<file path="src/logic/stsr_pkg.sv">
// constants and field layout of the trim loader
package stsr_pkg;

   // ------------------------------------------------------------
   // frame geometry
   // ------------------------------------------------------------
   localparam int STSR_FRAME_BITS = 58; // meaningful positions held on chip
   localparam int STSR_CNT_BITS = 8; // width of the strobe edge counter
   localparam logic [7:0] STSR_CNT_MAX = 8'hFF; // counter saturates here

   // ------------------------------------------------------------
   // field placement inside the 58-bit register
   // bit 57 is the oldest bit of a frame, bit 0 the newest
   // ------------------------------------------------------------
   localparam int STSR_THIN_TOP = 57; // thin trim bits 5..0, straight slice
   localparam int STSR_THIN_W = 6;
   localparam int STSR_BAL_TOP = 51; // balance bit 0 at top, reversed
   localparam int STSR_BAL_W = 9;
   localparam int STSR_FB_TOP = 42; // feedback bit 0 at top, reversed
   localparam int STSR_FB_W = 10;
   localparam int STSR_GAIN_SEL_POS = 31; // nominal gain select
   localparam int STSR_BW_TOP = 28; // bandwidth bit 0 at top, reversed
   localparam int STSR_BW_W = 4;
   localparam int STSR_REF_SEL_POS = 24; // output reference level select
   localparam int STSR_OFS_TOP = 23; // offset fine trim 4..0, straight slice
   localparam int STSR_OFS_W = 5;
   localparam int STSR_GTRIM_TOP = 18; // gain fine trim 7..0, straight slice
   localparam int STSR_GTRIM_W = 8;
   localparam int STSR_RSVD_TOP = 9; // reserved group 2..0, straight slice
   localparam int STSR_RSVD_W = 3;
   localparam int STSR_QUAD_TOP = 6; // four-bit group bit 0 at top, reversed
   localparam int STSR_QUAD_W = 4;
   localparam int STSR_TRIO_TOP = 2; // three-bit group bit 0 at top, reversed
   localparam int STSR_TRIO_W = 3;

   // ------------------------------------------------------------
   // bandwidth codes and nominal corner in tenths of a kilohertz
   // ------------------------------------------------------------
   localparam logic [3:0] STSR_BW_LAST_CODE = 4'h8; // 1001..1111 unused
   localparam logic [7:0] STSR_BW_TENTHS [0:8] = '{8'h50, 8'h3A, 8'h2A, 8'h1E, 8'h14, 8'h0E, 8'h0A, 8'h08, 8'h05};
   localparam logic [7:0] STSR_BW_UNUSED = 8'h00; // reported for unused codes

   // ------------------------------------------------------------
   // register map, byte addresses
   // ------------------------------------------------------------
   localparam logic [7:0] STSR_ADDR_IMAGE_LO = 8'h00; // nonvolatile image 31..0
   localparam logic [7:0] STSR_ADDR_IMAGE_HI = 8'h04; // nonvolatile image 57..32
   localparam logic [7:0] STSR_ADDR_SHIFT_LO = 8'h08; // live register 31..0
   localparam logic [7:0] STSR_ADDR_SHIFT_HI = 8'h0C; // live register 57..32
   localparam logic [7:0] STSR_ADDR_STATUS = 8'h10; // pin levels and strobe edge counter
   localparam logic [7:0] STSR_ADDR_CONTROL = 8'h14; // readout drive enable
   localparam int STSR_HI_W = 26; // bits held in the upper image word

   // status layout
   localparam int STSR_ST_DIRECT = 0; // direct load mode active
   localparam int STSR_ST_BW_OK = 1; // bandwidth code in use
   localparam int STSR_ST_HV = 2; // programming supply pin level
   localparam int STSR_ST_WSEL = 3; // write select pin level seen
   localparam int STSR_ST_CNT_LSB = 8; // strobe edges of this session
   localparam int STSR_ST_BW_LSB = 16; // bandwidth, tenths of kHz

   // reset values
   localparam logic [57:0] STSR_IMAGE_RESET = 58'h0; // blank nonvolatile image
   localparam logic STSR_CTRL_RESET = 1'b1; // readout drive enabled

   // synchroniser lanes
   localparam int STSR_LANES = 5;
   localparam int STSR_LN_DLS = 0;
   localparam int STSR_LN_DATA = 1;
   localparam int STSR_LN_STROBE = 2;
   localparam int STSR_LN_HV = 3;
   localparam int STSR_LN_WSEL = 4;

   // gather a field stored bit 0 first
   function automatic logic [9:0] stsr_pick_reversed(input logic [57:0] r, input int top, input int width);
      logic [9:0] f;
      f = '0;
      for (int k = 0; k < width; k++) begin
         f[k] = r[top - k];
      end
      return f;
   endfunction : stsr_pick_reversed

endpackage : stsr_pkg

</file>
<file path="src/logic/stsr_sync_if.sv">
// carrier from pin synchroniser to core
`timescale 1ns/1ps
interface stsr_sync_if #(parameter int WIDTH = 5);
   logic [WIDTH-1:0] raw; // unsynchronised pin levels
   logic [WIDTH-1:0] level; // agreed, clean levels

   // synchroniser side
   modport producer (input raw, output level);
   // core side
   modport consumer (output raw, input level);
endinterface : stsr_sync_if

</file>
<file path="src/logic/stsr_pin_sync.sv">
// three-stage pin synchroniser with agreement filter
`timescale 1ns/1ps
module stsr_pin_sync import stsr_pkg::*; #(
   parameter int WIDTH = 5,
   parameter logic [WIDTH-1:0] IDLE_LEVEL = '0 // reset level of each lane
) (
   // clock and reset
   input wire logic ref_clk_in,
   input wire logic reset_in,
   // pin levels in, clean levels out
   stsr_sync_if.producer pins
);

   // ------------------------------------------------------------
   // stages
   // ------------------------------------------------------------
   logic [WIDTH-1:0] stage_one; // metastable catcher, read only by stage_two
   logic [WIDTH-1:0] stage_two; // first settled copy
   logic [WIDTH-1:0] stage_three; // second settled copy
   logic [WIDTH-1:0] level; // filtered level
   wire [WIDTH-1:0] agree = ~(stage_two ^ stage_three); // lanes stable for two samples
   wire [WIDTH-1:0] next_level = (level & ~agree) | (stage_three & agree);

   // a lane moves once two settled samples match, so a
   // one-cycle strobe glitch makes no false edge
   always_ff @(posedge ref_clk_in or posedge reset_in) begin
      if (reset_in) begin
         stage_one <= IDLE_LEVEL;
         stage_two <= IDLE_LEVEL;
         stage_three <= IDLE_LEVEL;
         level <= IDLE_LEVEL;
      end else begin
         stage_one <= pins.raw;
         stage_two <= stage_one;
         stage_three <= stage_two;
         level <= next_level;
      end
   end

   assign pins.level = level;

endmodule : stsr_pin_sync

</file>
<file path="src/logic/stsr_trim_loader.sv">
// serial trim shift register with direct load, readout and register port
//
// The register offsets and the plain strobed port were chosen for this implementation.
`timescale 1ns/1ps
module stsr_trim_loader import stsr_pkg::*; #(
   parameter int FRAME_BITS = STSR_FRAME_BITS,
   parameter int ADDR_WIDTH = 8,
   parameter int DATA_WIDTH = 32
) (
   // clock and reset
   input wire logic ref_clk_in,
   input wire logic reset_in,
   // serial pins
   input wire logic direct_load_select_in,
   input wire logic serial_input_pin_in,
   input wire logic serial_strobe_in,
   input wire logic high_voltage_program_input_in,
   // write select pin, two-way
   input wire logic write_select_pin_in,
   output logic write_select_pin_out,
   output logic write_select_pin_oe_out,
   // register port
   input wire logic [ADDR_WIDTH-1:0] reg_addr_in,
   input wire logic [DATA_WIDTH-1:0] reg_wdata_in,
   input wire logic reg_write_in,
   input wire logic reg_read_in,
   output logic [DATA_WIDTH-1:0] reg_rdata_out,
   // settings applied to the analog path
   output logic [5:0] thin_trim_capacitor_field_out,
   output logic [8:0] balance_capacitor_field_out,
   output logic [9:0] feedback_capacitor_field_out,
   output logic nominal_gain_select_out,
   output logic [3:0] bandwidth_select_out,
   output logic output_reference_level_select_out,
   output logic [4:0] offset_fine_trim_out,
   output logic [7:0] gain_fine_trim_out,
   output logic [2:0] reserved_group_out,
   output logic [3:0] quad_group_out,
   output logic [2:0] trio_group_out,
   output logic bandwidth_code_valid_out
);

   // ------------------------------------------------------------
   // elaboration checks
   // ------------------------------------------------------------
   // only the fixed field layout is served
   if (FRAME_BITS != STSR_FRAME_BITS) begin : g_bad_frame
      $error("frame must be 58 bits");
   end
   if (DATA_WIDTH != 32) begin : g_bad_data
      $error("data width must be 32");
   end
   if (ADDR_WIDTH < 8) begin : g_bad_addr
      $error("address needs 8 bits");
   end

   // ------------------------------------------------------------
   // pin synchronisation
   // ------------------------------------------------------------
   stsr_sync_if #(.WIDTH(STSR_LANES)) pin_bus ();

   assign pin_bus.raw[STSR_LN_DLS] = direct_load_select_in;
   assign pin_bus.raw[STSR_LN_DATA] = serial_input_pin_in;
   assign pin_bus.raw[STSR_LN_STROBE] = serial_strobe_in;
   assign pin_bus.raw[STSR_LN_HV] = high_voltage_program_input_in;
   assign pin_bus.raw[STSR_LN_WSEL] = write_select_pin_in;

   // select pin idles high; a low reset level would fake direct mode
   stsr_pin_sync #(.WIDTH(STSR_LANES), .IDLE_LEVEL(STSR_LANES'(1) << STSR_LN_DLS)) u_sync (
      .ref_clk_in(ref_clk_in),
      .reset_in(reset_in),
      .pins(pin_bus.producer)
   );

   // clean levels; data and strobe share one delay
   wire dls_level = pin_bus.level[STSR_LN_DLS];
   wire data_level = pin_bus.level[STSR_LN_DATA];
   wire strobe_level = pin_bus.level[STSR_LN_STROBE];
   wire hv_level = pin_bus.level[STSR_LN_HV];
   wire wsel_level = pin_bus.level[STSR_LN_WSEL];

   wire direct_mode = ~dls_level; // select pin is active low

   // ------------------------------------------------------------
   // state
   // ------------------------------------------------------------
   logic strobe_prev; // strobe level one cycle back
   logic [57:0] shift_reg; // volatile settings register
   logic [57:0] image; // nonvolatile image, stands in for the array
   logic readout_enable; // software may keep the pin undriven
   logic [STSR_CNT_BITS-1:0] edge_count; // strobe edges this session

   // one strobe rising edge, seen on clean levels
   wire strobe_edge = strobe_level & ~strobe_prev;

   // no length gate: a 60-edge frame pushes
   // its two pads out of the top
   // shift in and out together per edge in direct mode
   wire shift_now = direct_mode & strobe_edge;
   // 58 positions; the newest bit enters at the bottom
   wire [57:0] shifted = {shift_reg[56:0], data_level};

   // outside direct mode the register follows the image
   // so readout shows what was retained
   // in direct mode without an edge the register holds
   wire [57:0] next_shift = ~direct_mode ? image : (shift_now ? shifted : shift_reg);

   // edge count clears outside direct mode
   wire count_full = (edge_count == STSR_CNT_MAX);
   wire [STSR_CNT_BITS-1:0] next_edge_count = ~direct_mode ? '0 :
      ((shift_now && !count_full) ? edge_count + 1'b1 : edge_count);

   // strobe history
   always_ff @(posedge ref_clk_in or posedge reset_in) begin
      if (reset_in) begin
         strobe_prev <= 1'b0;
      end else begin
         strobe_prev <= strobe_level;
      end
   end

   always_ff @(posedge ref_clk_in or posedge reset_in) begin
      if (reset_in) begin
         shift_reg <= STSR_IMAGE_RESET;
      end else begin
         shift_reg <= next_shift;
      end
   end

   // session edge counter
   always_ff @(posedge ref_clk_in or posedge reset_in) begin
      if (reset_in) begin
         edge_count <= '0;
      end else begin
         edge_count <= next_edge_count;
      end
   end

   // ------------------------------------------------------------
   // field decode of the live register
   // ------------------------------------------------------------
   // thin trim 5..0 then balance 0..8
   wire [5:0] dec_thin = shift_reg[STSR_THIN_TOP -: STSR_THIN_W];
   wire [9:0] bal_wide = stsr_pick_reversed(shift_reg, STSR_BAL_TOP, STSR_BAL_W);
   wire [8:0] dec_bal = bal_wide[8:0];
   // feedback 0..9, gain select, bandwidth 0..3; pads are not decoded
   wire [9:0] dec_fb = stsr_pick_reversed(shift_reg, STSR_FB_TOP, STSR_FB_W);
   wire dec_gain_sel = shift_reg[STSR_GAIN_SEL_POS];
   wire [9:0] bw_wide = stsr_pick_reversed(shift_reg, STSR_BW_TOP, STSR_BW_W);
   wire [3:0] dec_bw = bw_wide[3:0];
   // reference select, offset 4..0, gain trim 7..0
   wire dec_ref_sel = shift_reg[STSR_REF_SEL_POS];
   wire [4:0] dec_ofs = shift_reg[STSR_OFS_TOP -: STSR_OFS_W];
   wire [7:0] dec_gtrim = shift_reg[STSR_GTRIM_TOP -: STSR_GTRIM_W];
   // reserved 2..0, four-bit 0..3, three-bit 0..2
   wire [2:0] dec_rsvd = shift_reg[STSR_RSVD_TOP -: STSR_RSVD_W];
   wire [9:0] quad_wide = stsr_pick_reversed(shift_reg, STSR_QUAD_TOP, STSR_QUAD_W);
   wire [3:0] dec_quad = quad_wide[3:0];
   wire [9:0] trio_wide = stsr_pick_reversed(shift_reg, STSR_TRIO_TOP, STSR_TRIO_W);
   wire [2:0] dec_trio = trio_wide[2:0];

   // codes above eight select no filter corner
   wire dec_bw_ok = (dec_bw <= STSR_BW_LAST_CODE);

   // nominal corner of the filter for status reads
   function automatic logic [7:0] bw_tenths(input logic [3:0] code);
      logic [7:0] t;
      t = STSR_BW_UNUSED;
      if (code <= STSR_BW_LAST_CODE) begin
         t = STSR_BW_TENTHS[code];
      end
      return t;
   endfunction : bw_tenths

   wire [7:0] dec_bw_tenths = bw_tenths(dec_bw);

   // settings towards the analog path, one cycle behind
   // the shift register so every output is a flip-flop
   // gain select high means four, low means two, carried as is
   // reference select high means the low offset level
   always_ff @(posedge ref_clk_in or posedge reset_in) begin
      if (reset_in) begin
         thin_trim_capacitor_field_out <= '0;
         balance_capacitor_field_out <= '0;
         feedback_capacitor_field_out <= '0;
         nominal_gain_select_out <= 1'b0;
         bandwidth_select_out <= '0;
         output_reference_level_select_out <= 1'b0;
         offset_fine_trim_out <= '0;
         gain_fine_trim_out <= '0;
         reserved_group_out <= '0;
         quad_group_out <= '0;
         trio_group_out <= '0;
         bandwidth_code_valid_out <= 1'b0;
      end else begin
         thin_trim_capacitor_field_out <= dec_thin;
         balance_capacitor_field_out <= dec_bal;
         feedback_capacitor_field_out <= dec_fb;
         nominal_gain_select_out <= dec_gain_sel;
         bandwidth_select_out <= dec_bw;
         output_reference_level_select_out <= dec_ref_sel;
         offset_fine_trim_out <= dec_ofs;
         gain_fine_trim_out <= dec_gtrim;
         reserved_group_out <= dec_rsvd;
         quad_group_out <= dec_quad;
         trio_group_out <= dec_trio;
         bandwidth_code_valid_out <= dec_bw_ok;
      end
   end

   // ------------------------------------------------------------
   // serial readout on the write select pin
   // ------------------------------------------------------------
   // drive only while direct mode is selected and software allows it
   // the programmer leaves this pin free, so driving it cannot fight
   wire next_wsel_oe = direct_mode & readout_enable;
   // oldest bit is on the pin before the first edge
   // read order is write order less the leading pads
   // bandwidth, reference, offset, gain trim follow in the same order
   // groups come last; after 58 edges fresh input
   // shows as the two trailing pads
   // a reader may stop after 58 edges
   wire next_wsel_data = shift_reg[57];

   // pin register, one cycle behind the shift register,
   // small beside the strobe period
   always_ff @(posedge ref_clk_in or posedge reset_in) begin
      if (reset_in) begin
         write_select_pin_out <= 1'b0;
         write_select_pin_oe_out <= 1'b0;
      end else begin
         write_select_pin_out <= next_wsel_data;
         write_select_pin_oe_out <= next_wsel_oe;
      end
   end

   // ------------------------------------------------------------
   // register port
   // ------------------------------------------------------------
   wire [7:0] addr_low = reg_addr_in[7:0];
   wire addr_upper_zero = (reg_addr_in >> 8) == '0;
   wire sel_image_lo = addr_upper_zero && (addr_low == STSR_ADDR_IMAGE_LO);
   wire sel_image_hi = addr_upper_zero && (addr_low == STSR_ADDR_IMAGE_HI);
   wire sel_shift_lo = addr_upper_zero && (addr_low == STSR_ADDR_SHIFT_LO);
   wire sel_shift_hi = addr_upper_zero && (addr_low == STSR_ADDR_SHIFT_HI);
   wire sel_status = addr_upper_zero && (addr_low == STSR_ADDR_STATUS);
   wire sel_control = addr_upper_zero && (addr_low == STSR_ADDR_CONTROL);

   // image words; upper word keeps 26 bits
   wire [57:0] next_image = (reg_write_in && sel_image_lo) ? {image[57:32], reg_wdata_in} :
      ((reg_write_in && sel_image_hi) ? {reg_wdata_in[STSR_HI_W-1:0], image[31:0]} : image);
   wire next_readout_enable = (reg_write_in && sel_control) ? reg_wdata_in[0] : readout_enable;

   // status word
   wire [31:0] status_word = {8'h00, dec_bw_tenths, edge_count, 4'h0, wsel_level, hv_level, dec_bw_ok,
      direct_mode};

   // read selection; unmapped addresses read zero
   wire [31:0] read_word = sel_image_lo ? image[31:0] :
      sel_image_hi ? {6'h00, image[57:32]} :
      sel_shift_lo ? shift_reg[31:0] :
      sel_shift_hi ? {6'h00, shift_reg[57:32]} :
      sel_status ? status_word :
      sel_control ? {31'h0, readout_enable} : 32'h0;
   wire [31:0] next_rdata = reg_read_in ? read_word : 32'h0;

   // writable state
   always_ff @(posedge ref_clk_in or posedge reset_in) begin
      if (reset_in) begin
         image <= STSR_IMAGE_RESET;
         readout_enable <= STSR_CTRL_RESET;
      end else begin
         image <= next_image;
         readout_enable <= next_readout_enable;
      end
   end

   // read data stands only in the cycle after the read strobe
   always_ff @(posedge ref_clk_in or posedge reset_in) begin
      if (reset_in) begin
         reg_rdata_out <= '0;
      end else begin
         reg_rdata_out <= next_rdata;
      end
   end

endmodule : stsr_trim_loader

</file>
<file path="config.mk">
export PLATFORM = sky130hd
export DESIGN_NAME = stsr_trim_loader
export DESIGN_NICKNAME = d
export VERILOG_FILES = /design/src/logic/stsr_pkg.sv /design/src/logic/stsr_sync_if.sv /design/src/logic/stsr_pin_sync.sv /design/src/logic/stsr_trim_loader.sv
export SDC_FILE = /design/constraint.sdc
export NUM_CORES = 1
export LEC_CHECK = 0
export BUFFER_PORTS_ARGS = -buffer_cell sky130_fd_sc_hd__buf_2
export CORE_UTILIZATION = 55
export CTS_CLUSTER_SIZE = 40
export DETAILED_ROUTE_END_ITERATION = 8
export PLACE_DENSITY = 0.87
export SLEW_MARGIN = 15
export SYNTH_ARGS = -nofsm -noshare
export SYNTH_HDL_FRONTEND = slang
export SYNTH_SLANG_ARGS = --single-unit
</file>
<file path="constraint.sdc">
create_clock -name ref_clk_in -period 9.1 [get_ports ref_clk_in]
set_clock_uncertainty 0.2 [all_clocks]
set_input_delay 1.82 -clock ref_clk_in [delete_from_list [all_inputs] [get_ports ref_clk_in]]
set_output_delay 1.82 -clock ref_clk_in [all_outputs]
set_load 0.1 [all_outputs]
</file>
# Yosys cells after proc, flatten, opt, wreduce, memory -nomap -nowiden
# Memory sizes are Yosys's and may differ from the RTL's.
# Index checks and enable logic that the tools add are counted.
[totals]
register_bits = 235
romBits = 128
out_inout_bits = 89
n_memories = 1
[memory_table]
columns = ["memory", "words", "width", "rd", "rd_clocked_by_memory_dff", "write_ports", "line_no", "text"]
rows = [
  ["(no name shown)", 16, 8, 1, 0, 0, "stsr_trim_loader.sv:170", "t = STSR_BW_TENTHS[code];"],
]
[classes]
n_addsub = 1
order_cmp = 2
eq_ne = 6
n_mux = 15
bitwise = 13
reduce_logical = 9
[ops]
columns = ["cell", "n"]
rows = [
  ["2-to-1 mux 32 bit", 5],
  ["2-to-1 mux 58 bit", 2],
  ["2-to-1 mux 8 bit", 5],
  ["2-to-1 mux 26 bit", 1],
  ["2-to-1 mux 24 bit", 1],
  ["equality test 8 x 4 -> 1 bit (second input constant)", 2],
  ["equality test 8 x 5 -> 1 bit (second input constant)", 2],
  ["AND 5 bit", 2],
  ["NOT 5 bit", 2],
  ["adder 8 x 1 -> 8 bit (second input constant)", 1],
  ["equality test 8 x 3 -> 1 bit (second input constant)", 1],
  ["equality test 8 bit (second input constant)", 1],
  ["logical NOT 8 bit", 1],
  [">= comparator 5 bit (second input constant)", 1],
  ["NOT 4 -> 5 bit", 1],
  ["OR 5 bit", 1],
  ["XOR 5 bit", 1],
  ["less-or-equal comparator 4 bit (second input constant)", 1],
  ["logical AND 1 bit", 4],
  ["nonzero test 2 bit", 2],
  ["AND 1 bit", 3],
  ["NOT 1 bit", 3],
  ["AND reduction 2 bit", 1],
  ["logical NOT 1 bit", 1],
  ["2-to-1 mux 1 bit", 1],
]

# Depth between registers and ports, before layout
# Gate-level depths: netlist of the first run.
[depth]
depth_word = 11
ltp_mapped = 7
mapped_depth_nobuf = 6

# By module
# A second synthesis of the first run with hierarchy kept.
[hier_totals]
hier_cells = 781
hier_area_um2 = 9668.0
[by_module_without_submodules]
columns = ["mod", "n_inst", "cells_per_inst", "area_per_inst_um2", "seq_area_each_um2"]
rows = [
  ["stsr_trim_loader", 1, 755, 9102.5, 5356.4],
  ["stsr_pin_sync", 1, 26, 565.5, 505.5],
]

# Least setup slack after synthesis of the first run
# OpenSTA, ideal clock, no wires.
[synth_timing]
path_kind = "input to register"
from = "in reg_addr_in[4]"
to = "reg image[32]"
setup_ns = 0.125
arrival_ns = 3.353
t_required_ns = 8.775
setup_slack_ns = 5.422
path_stages = 6
cell_sequence = "buf_6 -> or4_4 -> nor3_4 -> nand3_4 -> buf_6 -> mux2_4"
[synth_via]
elab_chain_len = 4
elab_cells_between_ends = 6
classes_between = "1 x eq/ne; 1 x bitwise; 4 x reduce/logical"
[synth_lines]
columns = ["item", "line_no", "text"]
rows = [
  ["start, declared", "stsr_trim_loader.sv:23", "input wire logic [ADDR_WIDTH-1:0] reg_addr_in,"],
  ["logical NOT 8 bit", "stsr_trim_loader.sv:242", "wire sel_image_lo = addr_upper_zero && (addr_low == STSR_ADDR_IMAGE_LO);"],
  ["logical AND 1 bit", "stsr_trim_loader.sv:250", "wire [57:0] next_image = (reg_write_in && sel_image_lo) ? {image[57:32], reg_wdata_in} :"],
  ["NOT 1 bit (no line)", "--", ""],
  ["AND reduction 2 bit (no line) (*)", "--", ""],
  ["end signal, assigned", "stsr_trim_loader.sv:273", "image <= next_image;"],
  ["end, declared", "stsr_trim_loader.sv:89", "logic [57:0] image;"],
]
# Every way passes the cells marked *; elsewhere a longest branch is shown, timed or not.
# A chain may end at the register's enable or synchronous reset.

# Worst setup path after layout of the first run
[layout_timing]
from = "in reg_addr_in[4]"
to = "reg image[37]"
# The elaborated chain is that of the path after synthesis.

==> results by group, run 1 <==
Timing
  • Slew @ Worst Pin: approximately 1.0 ns
  • Post-route setup TNS: 0 ns
  • F_max: approximately 230 MHz
  • Pins over their slew limit: 0
  • Setup violators final: 0
  • Min Tclk post-route: approximately 4.4 ns
  • Slew headroom: 0.302
  • RSZ-0062 raised after global routing: false
  • Crit share post-route: 0.488
  • Final Hold Fails: 0

Cells and area
  • Design area: ~11,000 sq um
  • Area Overhead vs Synth: 16.8%
  • Final Net Count: roughly 930
  • Sequential Area: between 5000 and 6000 sq um
  • # fillers: 1,249
  • Layout cell share with drive strength beyond 1: 0.312
  • Multi-input logic area: 3570 sq um

CTS
  • Cts repair resizes: 0
  • Reg clk slew, reported paths: about 0.060 ns
  • Num CTS Buffers: 23
  • Setup Fix Bufs, Post-CTS: 0
  • Worst-Skew Late Latency: ~0.5 ns
  • CTS tree: done
  • Max clock buf depth: 3
  • Number of hold buffers added after CTS: 0
  • H-tree depth: 1
  • Root Driver: clkbuf_16
  • Clock Sinks: between 200 and 250

Critical path
  • R2r setup slk: 6.75 ns
  • Critical path endpoint category: flip-flop
  • Crit Path Max Fanout: 26
  • Setup CP Type: in -> reg
  • Worst setup SP type: input port
  • Worst EP required: 9.29 ns
  • Critical path arrival: around 4.6 ns

Yosys
  • Synth Register Bits: about 230
  • Mapped Cells: ~750
  • Netlist Area Pre-Place: between 9000 and 10,000 sq um
  • Top cell type by total area after synthesis: dfrtp_1
  • Yosys warning count: 0
  • Synth area leaders: dfrtp_1 (59%), mux2i_1 (7.7%), mux2_2 (5.9%)
  • Sequential area share after synthesis: 0.607
  • EDFF count, synth: 0
  • Syn_nets: 807
  • Cell variety after synth: 52
  • Syn Area/Cell: approximately 13 sq um
  • Post-synth ARST share: 1.00
  • Most numerous cell in the Yosys netlist: dfrtp_1
  • Yosys top cell area share: 0.593
  • Most used DFF post-synth: dfrtp_1
  • Synth cell count leaders: dfrtp_1 (229), nand2_1 (80), mux2i_1 (74), o21ai_0 (71), mux2_2 (51)

Placed design
  • DP Wirelength: 14,000 um
  • DP Area: around 10,000 sq um
  • IO Port Bufs: around 140
  • RePlAce Congestion: 0.805

Routing
  • Drt pass-1 iters: 5
  • First DRT Iteration DRCs: ~550
  • Via count: between 6,000 and 7,000
  • WL/cell: about 20 um
  • Final wirelength: ~23,000 um
  • Drt drc: 0
  • Antenna-violating nets left: 0
  • Via density: between 5 and 6

Die
  • Die X: 135 um
  • Initial core utilization: 0.561
  • Core area: between 15,000 and 20,000 sq um
  • I/O Pins: between 100 and 150
  • Site Rows: 48
  • Chip height: between 100 and 150 um
  • Die area: between 15,000 and 20,000 sq um

Run status
  • Outcome: finished clean

Min path
  • Hold Path Class: reg -> reg

Global route
  • Antenna violations before repair: 2
  • All-Layer GR Usage: 0.257
  • Pin count of the biggest net entering global routing: between 100 and 150
  • First-pass GRT wire length: 35,900 um
  • Gr ovfl total: 0
  • Vias in the first global route: roughly 6,700

Flow run
  • Max-Cap Viols: 0

Pwr
  • Power Dens Cells: 219 nW/um^2
  • Pleak: 5.85 nW
  • Peak VDD IR: ~0.12 mV
## per-stage QoR
stage / setup WS [ns] / utilization / hold WS [ns] / instances / power (mW)
6_report: 4.66 / 0.655 / 0.148 / 1115 / 2.47
5_1_grt: 4.51 / 0.654 / 0.162 / 1113 / 2.55
4_1_cts: 4.70 / 0.654 / 0.149 / 1113 / 2.48
3_5_place_dp: 4.18 / 0.608 / 0.136 / 1074 / 1.48
3_3_place_gp: 4.20 / 0.608 / 0.134 / 1074 / 1.47
2_1_floorplan: 0.670 / - / 0.131 / 754 / 1.40
## where the power goes
group          switching [mW]  internal (mW)  leakage [nW]
clock network           0.382          0.628         0.395
registers              0.0608           1.10          3.18
logic                   0.226         0.0778          2.28
total                   0.669           1.80          5.85
## final cells by class
type                       instances  share of cell area
multi-input combinational        466               0.316
tap                              225              0.0250
timing repair buffer             142              0.0641
clock inverter                    10              0.0157
antenna                            2            0.000444
sequential                       234               0.520
clock buffer                      29              0.0557
inverter                           7             0.00299
## worst max-delay path, stage by stage
cell and delay, ns:
buf_2 0.22, or4_4 0.60, nor3_4 0.77, nand3_4 0.69, mux2_4 0.50
## per-layer routing
metal	up-vias	track usage	wire length, um	part of all wire
li1	2939	-	-	-
met1	3317	0.355	9520	0.42
met2	316	0.404	10700	0.47
met3	70	0.0398	1500	0.066
met4	0	0.117	853	0.038
met5	-	0	0	0
## cell usage in the layout (no fill, tap or decap), types with 7 or more instances in the layout
cell	n
mux2_2	51
o22ai_1	12
nand2_1	80
nand2b_1	13
and3_1	9
mux2i_1	74
buf_2	137
dfrtp_1	229
clkbuf_16	23
o21ai_0	71
mux2_4	20
mux4_2	7
a21oi_1	29
nor2_1	26
a221oi_1	10
## worst paths after layout
path,from,to,depth (start not counted)
max in group asynchronous,reset_in,shift_reg[4],3
worst min-delay path,u_sync.stage_one[3],u_sync.stage_two[3],0
worst max register to register,flip-flop,reg_rdata_out[0],4
worst max-delay path,reg_addr_in[4],image[37],5
worst min register to register,u_sync.stage_one[3],u_sync.stage_two[3],0
min in group asynchronous,reset_in,image[12],2
## cells by family (layout without fill, tap and decap cells)
group / Yosys count / in the layout / synth area share
AND/OR/NAND/NOR: 159 / 159 / 0.0826
multiplexers: 152 / 152 / 0.184
other: 0 / 2 / 0
buffers and inverters: 54 / 188 / 0.0249
AO/OA/AOI/OAI: 145 / 145 / 0.0910
flip-flops: 234 / 234 / 0.607
XOR/XNOR: 1 / 1 / 0.000907
adder cells (fa/ha/maj): 9 / 9 / 0.0104
(Power assumes the default switching activity.)
==> inputs of run 2 (changes only) <==
Clock period 9.1 ns to 4.4 ns, I/O delays scaled along.
==> run 2 against run 1 <==
First-iteration DRC count fell by 29%; via count fell by 1.4%; hold slack got worse by 0.0041 ns; register-to-register slack got worse by 4.6 ns; non-clock buffer count rose by 7; clock power rose by 86%; largest power group unchanged; highest routed layer unchanged.
==> results by group, run 2 (synthesis results as in run 1) <==
Routing
  • Via count: 6,551 (-1.4%)
  • Via density: 5.83 (-2.1%)
  • Drt pass-1 iters: 5 (unchanged)
  • Final wirelength: 22,300 um (-1.4%)
  • First DRT Iteration DRCs: 394 (-29%)
  • Drt drc: 0 (unchanged)
  • WL/cell: 19.9 um (-2.1%)
  • Antenna-violating nets left: 0 (unchanged)

Global route
  • Antenna violations before repair: 3 (+1)
  • Vias in the first global route: 6,644 (-0.52%)
  • All-Layer GR Usage: 0.256 (-0.000959)
  • First-pass GRT wire length: 35,900 um (+0.19%)
  • Pin count of the biggest net entering global routing: 89 (-31%)
  • Gr ovfl total: 0 (unchanged)

Critical path
  • Crit Reg-Reg Endpoint: edge_count[5]
  • Critical path endpoint category: flip-flop
  • Worst Setup SP: reg_addr_in[2]
  • R2r setup slk: 2.18 ns (-4.57 ns)
  • Crit Path Max Fanout: 33 (+27%)
  • Worst EP required: 4.57 ns (-4.72 ns)
  • Reg2reg path depth: 4 (unchanged)
  • Setup CP Type: in -> reg
  • Critical path arrival: 2.87 ns (-1.75 ns)
  • Worst setup SP type: input port

Min path
  • Hold path depth: 0 (unchanged)
  • Hold EP: u_sync.stage_two[4]
  • Hold_sp: u_sync.stage_one[4]
  • Hold Path Class: reg -> reg

Cells and area
  • Commonest non-fill, non-tap cell in the layout: dfrtp_1
  • Design area: 11,300 sq um (about the same)
  • Final Net Count: 934 (+0.76%)
  • Area Overhead vs Synth: 16.7% (about the same)
  • Layout cell share with drive strength beyond 1: 0.317 (+0.00503)
  • Commonest cells after routing, fill and taps aside: dfrtp_1 (229), buf_2 (137), nand2_1 (80)
  • Non-Filler Instances: 1,123 (+0.72%)
  • Final Core Density: 0.654 (about the same)

Placed design
  • Dpl cells: 1,081 (+0.65%)
  • IO Port Bufs: 137 (unchanged)
  • RePlAce Congestion: 0.834 (+3.6%)
  • DP Wirelength: 14,400 um (+2.5%)
  • Setup slack at placement: 1.21 ns (-2.96 ns)
  • DP Area: 10,500 sq um (+0.70%)

Pwr
  • Cell internal pwr: 3.53 mW (+96%)
  • Combinational share of power: 0.131 (+0.008)
  • Clock Power Share: 0.384 (-0.025)
  • Flop pwr share: 0.485 (+0.017)
  • Peak VDD IR: 0.266 mV (+130%)
  • Switching share of power: 0.281 (+0.00999)
  • Power Dens Cells: 435 nW/um^2 (+98%)
  • Psw: 1.38 mW (+110%)
  • Pleak: 5.85 nW (about the same)

CTS
  • Root Driver: clkbuf_16
  • Setup Fix Bufs, Post-CTS: 0 (unchanged)
  • Reg clk slew, reported paths: 0.06 ns (about the same)
  • H-tree depth: 1 (unchanged)
  • Num CTS Buffers: 23 (unchanged)
  • Number of hold buffers added after CTS: 0 (unchanged)
  • Worst-Skew Late Latency: 0.51 ns (about the same)
  • CTS tree: done
  • Clock Sinks: 234 (unchanged)
  • Max clock buf depth: 3 (unchanged)
  • Cts repair resizes: 0 (unchanged)

Timing
  • Post-route setup TNS: 0 ns (unchanged)
  • F_max: approximately 370 MHz
  • Slew @ Worst Pin: 1.01 ns (-0.0327 ns)
  • Final worst setup slack: 1.70 ns (-2.96 ns)
  • Final Hold Fails: 0 (unchanged)
  • Crit share post-route: 0.613
  • RSZ-0062 raised after global routing: false
  • Min Tclk post-route: about 2.7 ns
  • Pins over their slew limit: 0 (unchanged)
  • Slew headroom: 0.324 (+0.0218)
  • Setup violators final: 0 (unchanged)

Die
  • Chip height: 135 um (unchanged)
  • Die area: 18,100 sq um (unchanged)
  • Site Rows: 48 (unchanged)
  • I/O Pins: 138 (unchanged)
  • Initial core utilization: 0.561 (unchanged)
  • Core area: 17,200 sq um (unchanged)
  • Die X: 135 um (unchanged)

Run status
  • Outcome: finished clean

Flow run
  • Max-Cap Viols: 0 (unchanged)
==> run 2: per-layer routing <==
metal | wire length (um) | up-vias | part of all wire | GRT usage
li1 | - | 2945 | - | -
met1 | 9570 | 3261 | 0.43 | 0.364
met2 | 10500 | 286 | 0.47 | 0.396
met3 | 1540 | 59 | 0.069 | 0.0413
met4 | 713 | 0 | 0.032 | 0.104
met5 | 0 | - | 0 | 0
==> run 2: how the worst max path moves through the flow <==
| stage | to | slack [ns] |
|---|---|---|
| floorplan | async pin | 0.26 |
| global placement | image[39] | 1.27 |
| detailed placement | image[43] | 1.21 |
| CTS | image[48] | 1.74 |
| global route | reg_rdata_out[8] | 1.56 |
| finish | reg_rdata_out[8] | 1.70 |
==> run 2: final cells by class <==
class,count,area (sq um)
timing repair buffer,149,801
clock buffer,35,701
multi-input combinational,466,3570
inverter,7,30.0
antenna,2,5.00
clock inverter,5,27.5
sequential,234,5870
fill,1236,5960
tap,225,282
==> run 2: critical path, cell delays in order <==
cell and delay, ns:
buf_2 0.34, buf_4 0.46, nand2_1 0.20, nor4_4 0.50, nand2_1 0.13, a221oi_1 0.36
==> run 2: power groups by stage <==
stage | combinational, mW | sequential (mW) | clock, mW
detailed placement | 0.642 | 2.41 | 0
floorplan | 0.268 | 2.62 | 0
CTS | 0.645 | 2.38 | 1.90
global route | 0.684 | 2.39 | 1.99
global placement | 0.628 | 2.41 | 0
finish | 0.642 | 2.38 | 1.88
==> run 2: per-stage QoR <==
stage / hold slack (ns) / total power, mW
6_report: 0.144 / 4.90
4_1_cts: 0.151 / 4.93
3_3_place_gp: 0.133 / 3.04
2_1_floorplan: 0.131 / 2.89
5_1_grt: 0.160 / 5.06
3_5_place_dp: 0.136 / 3.06
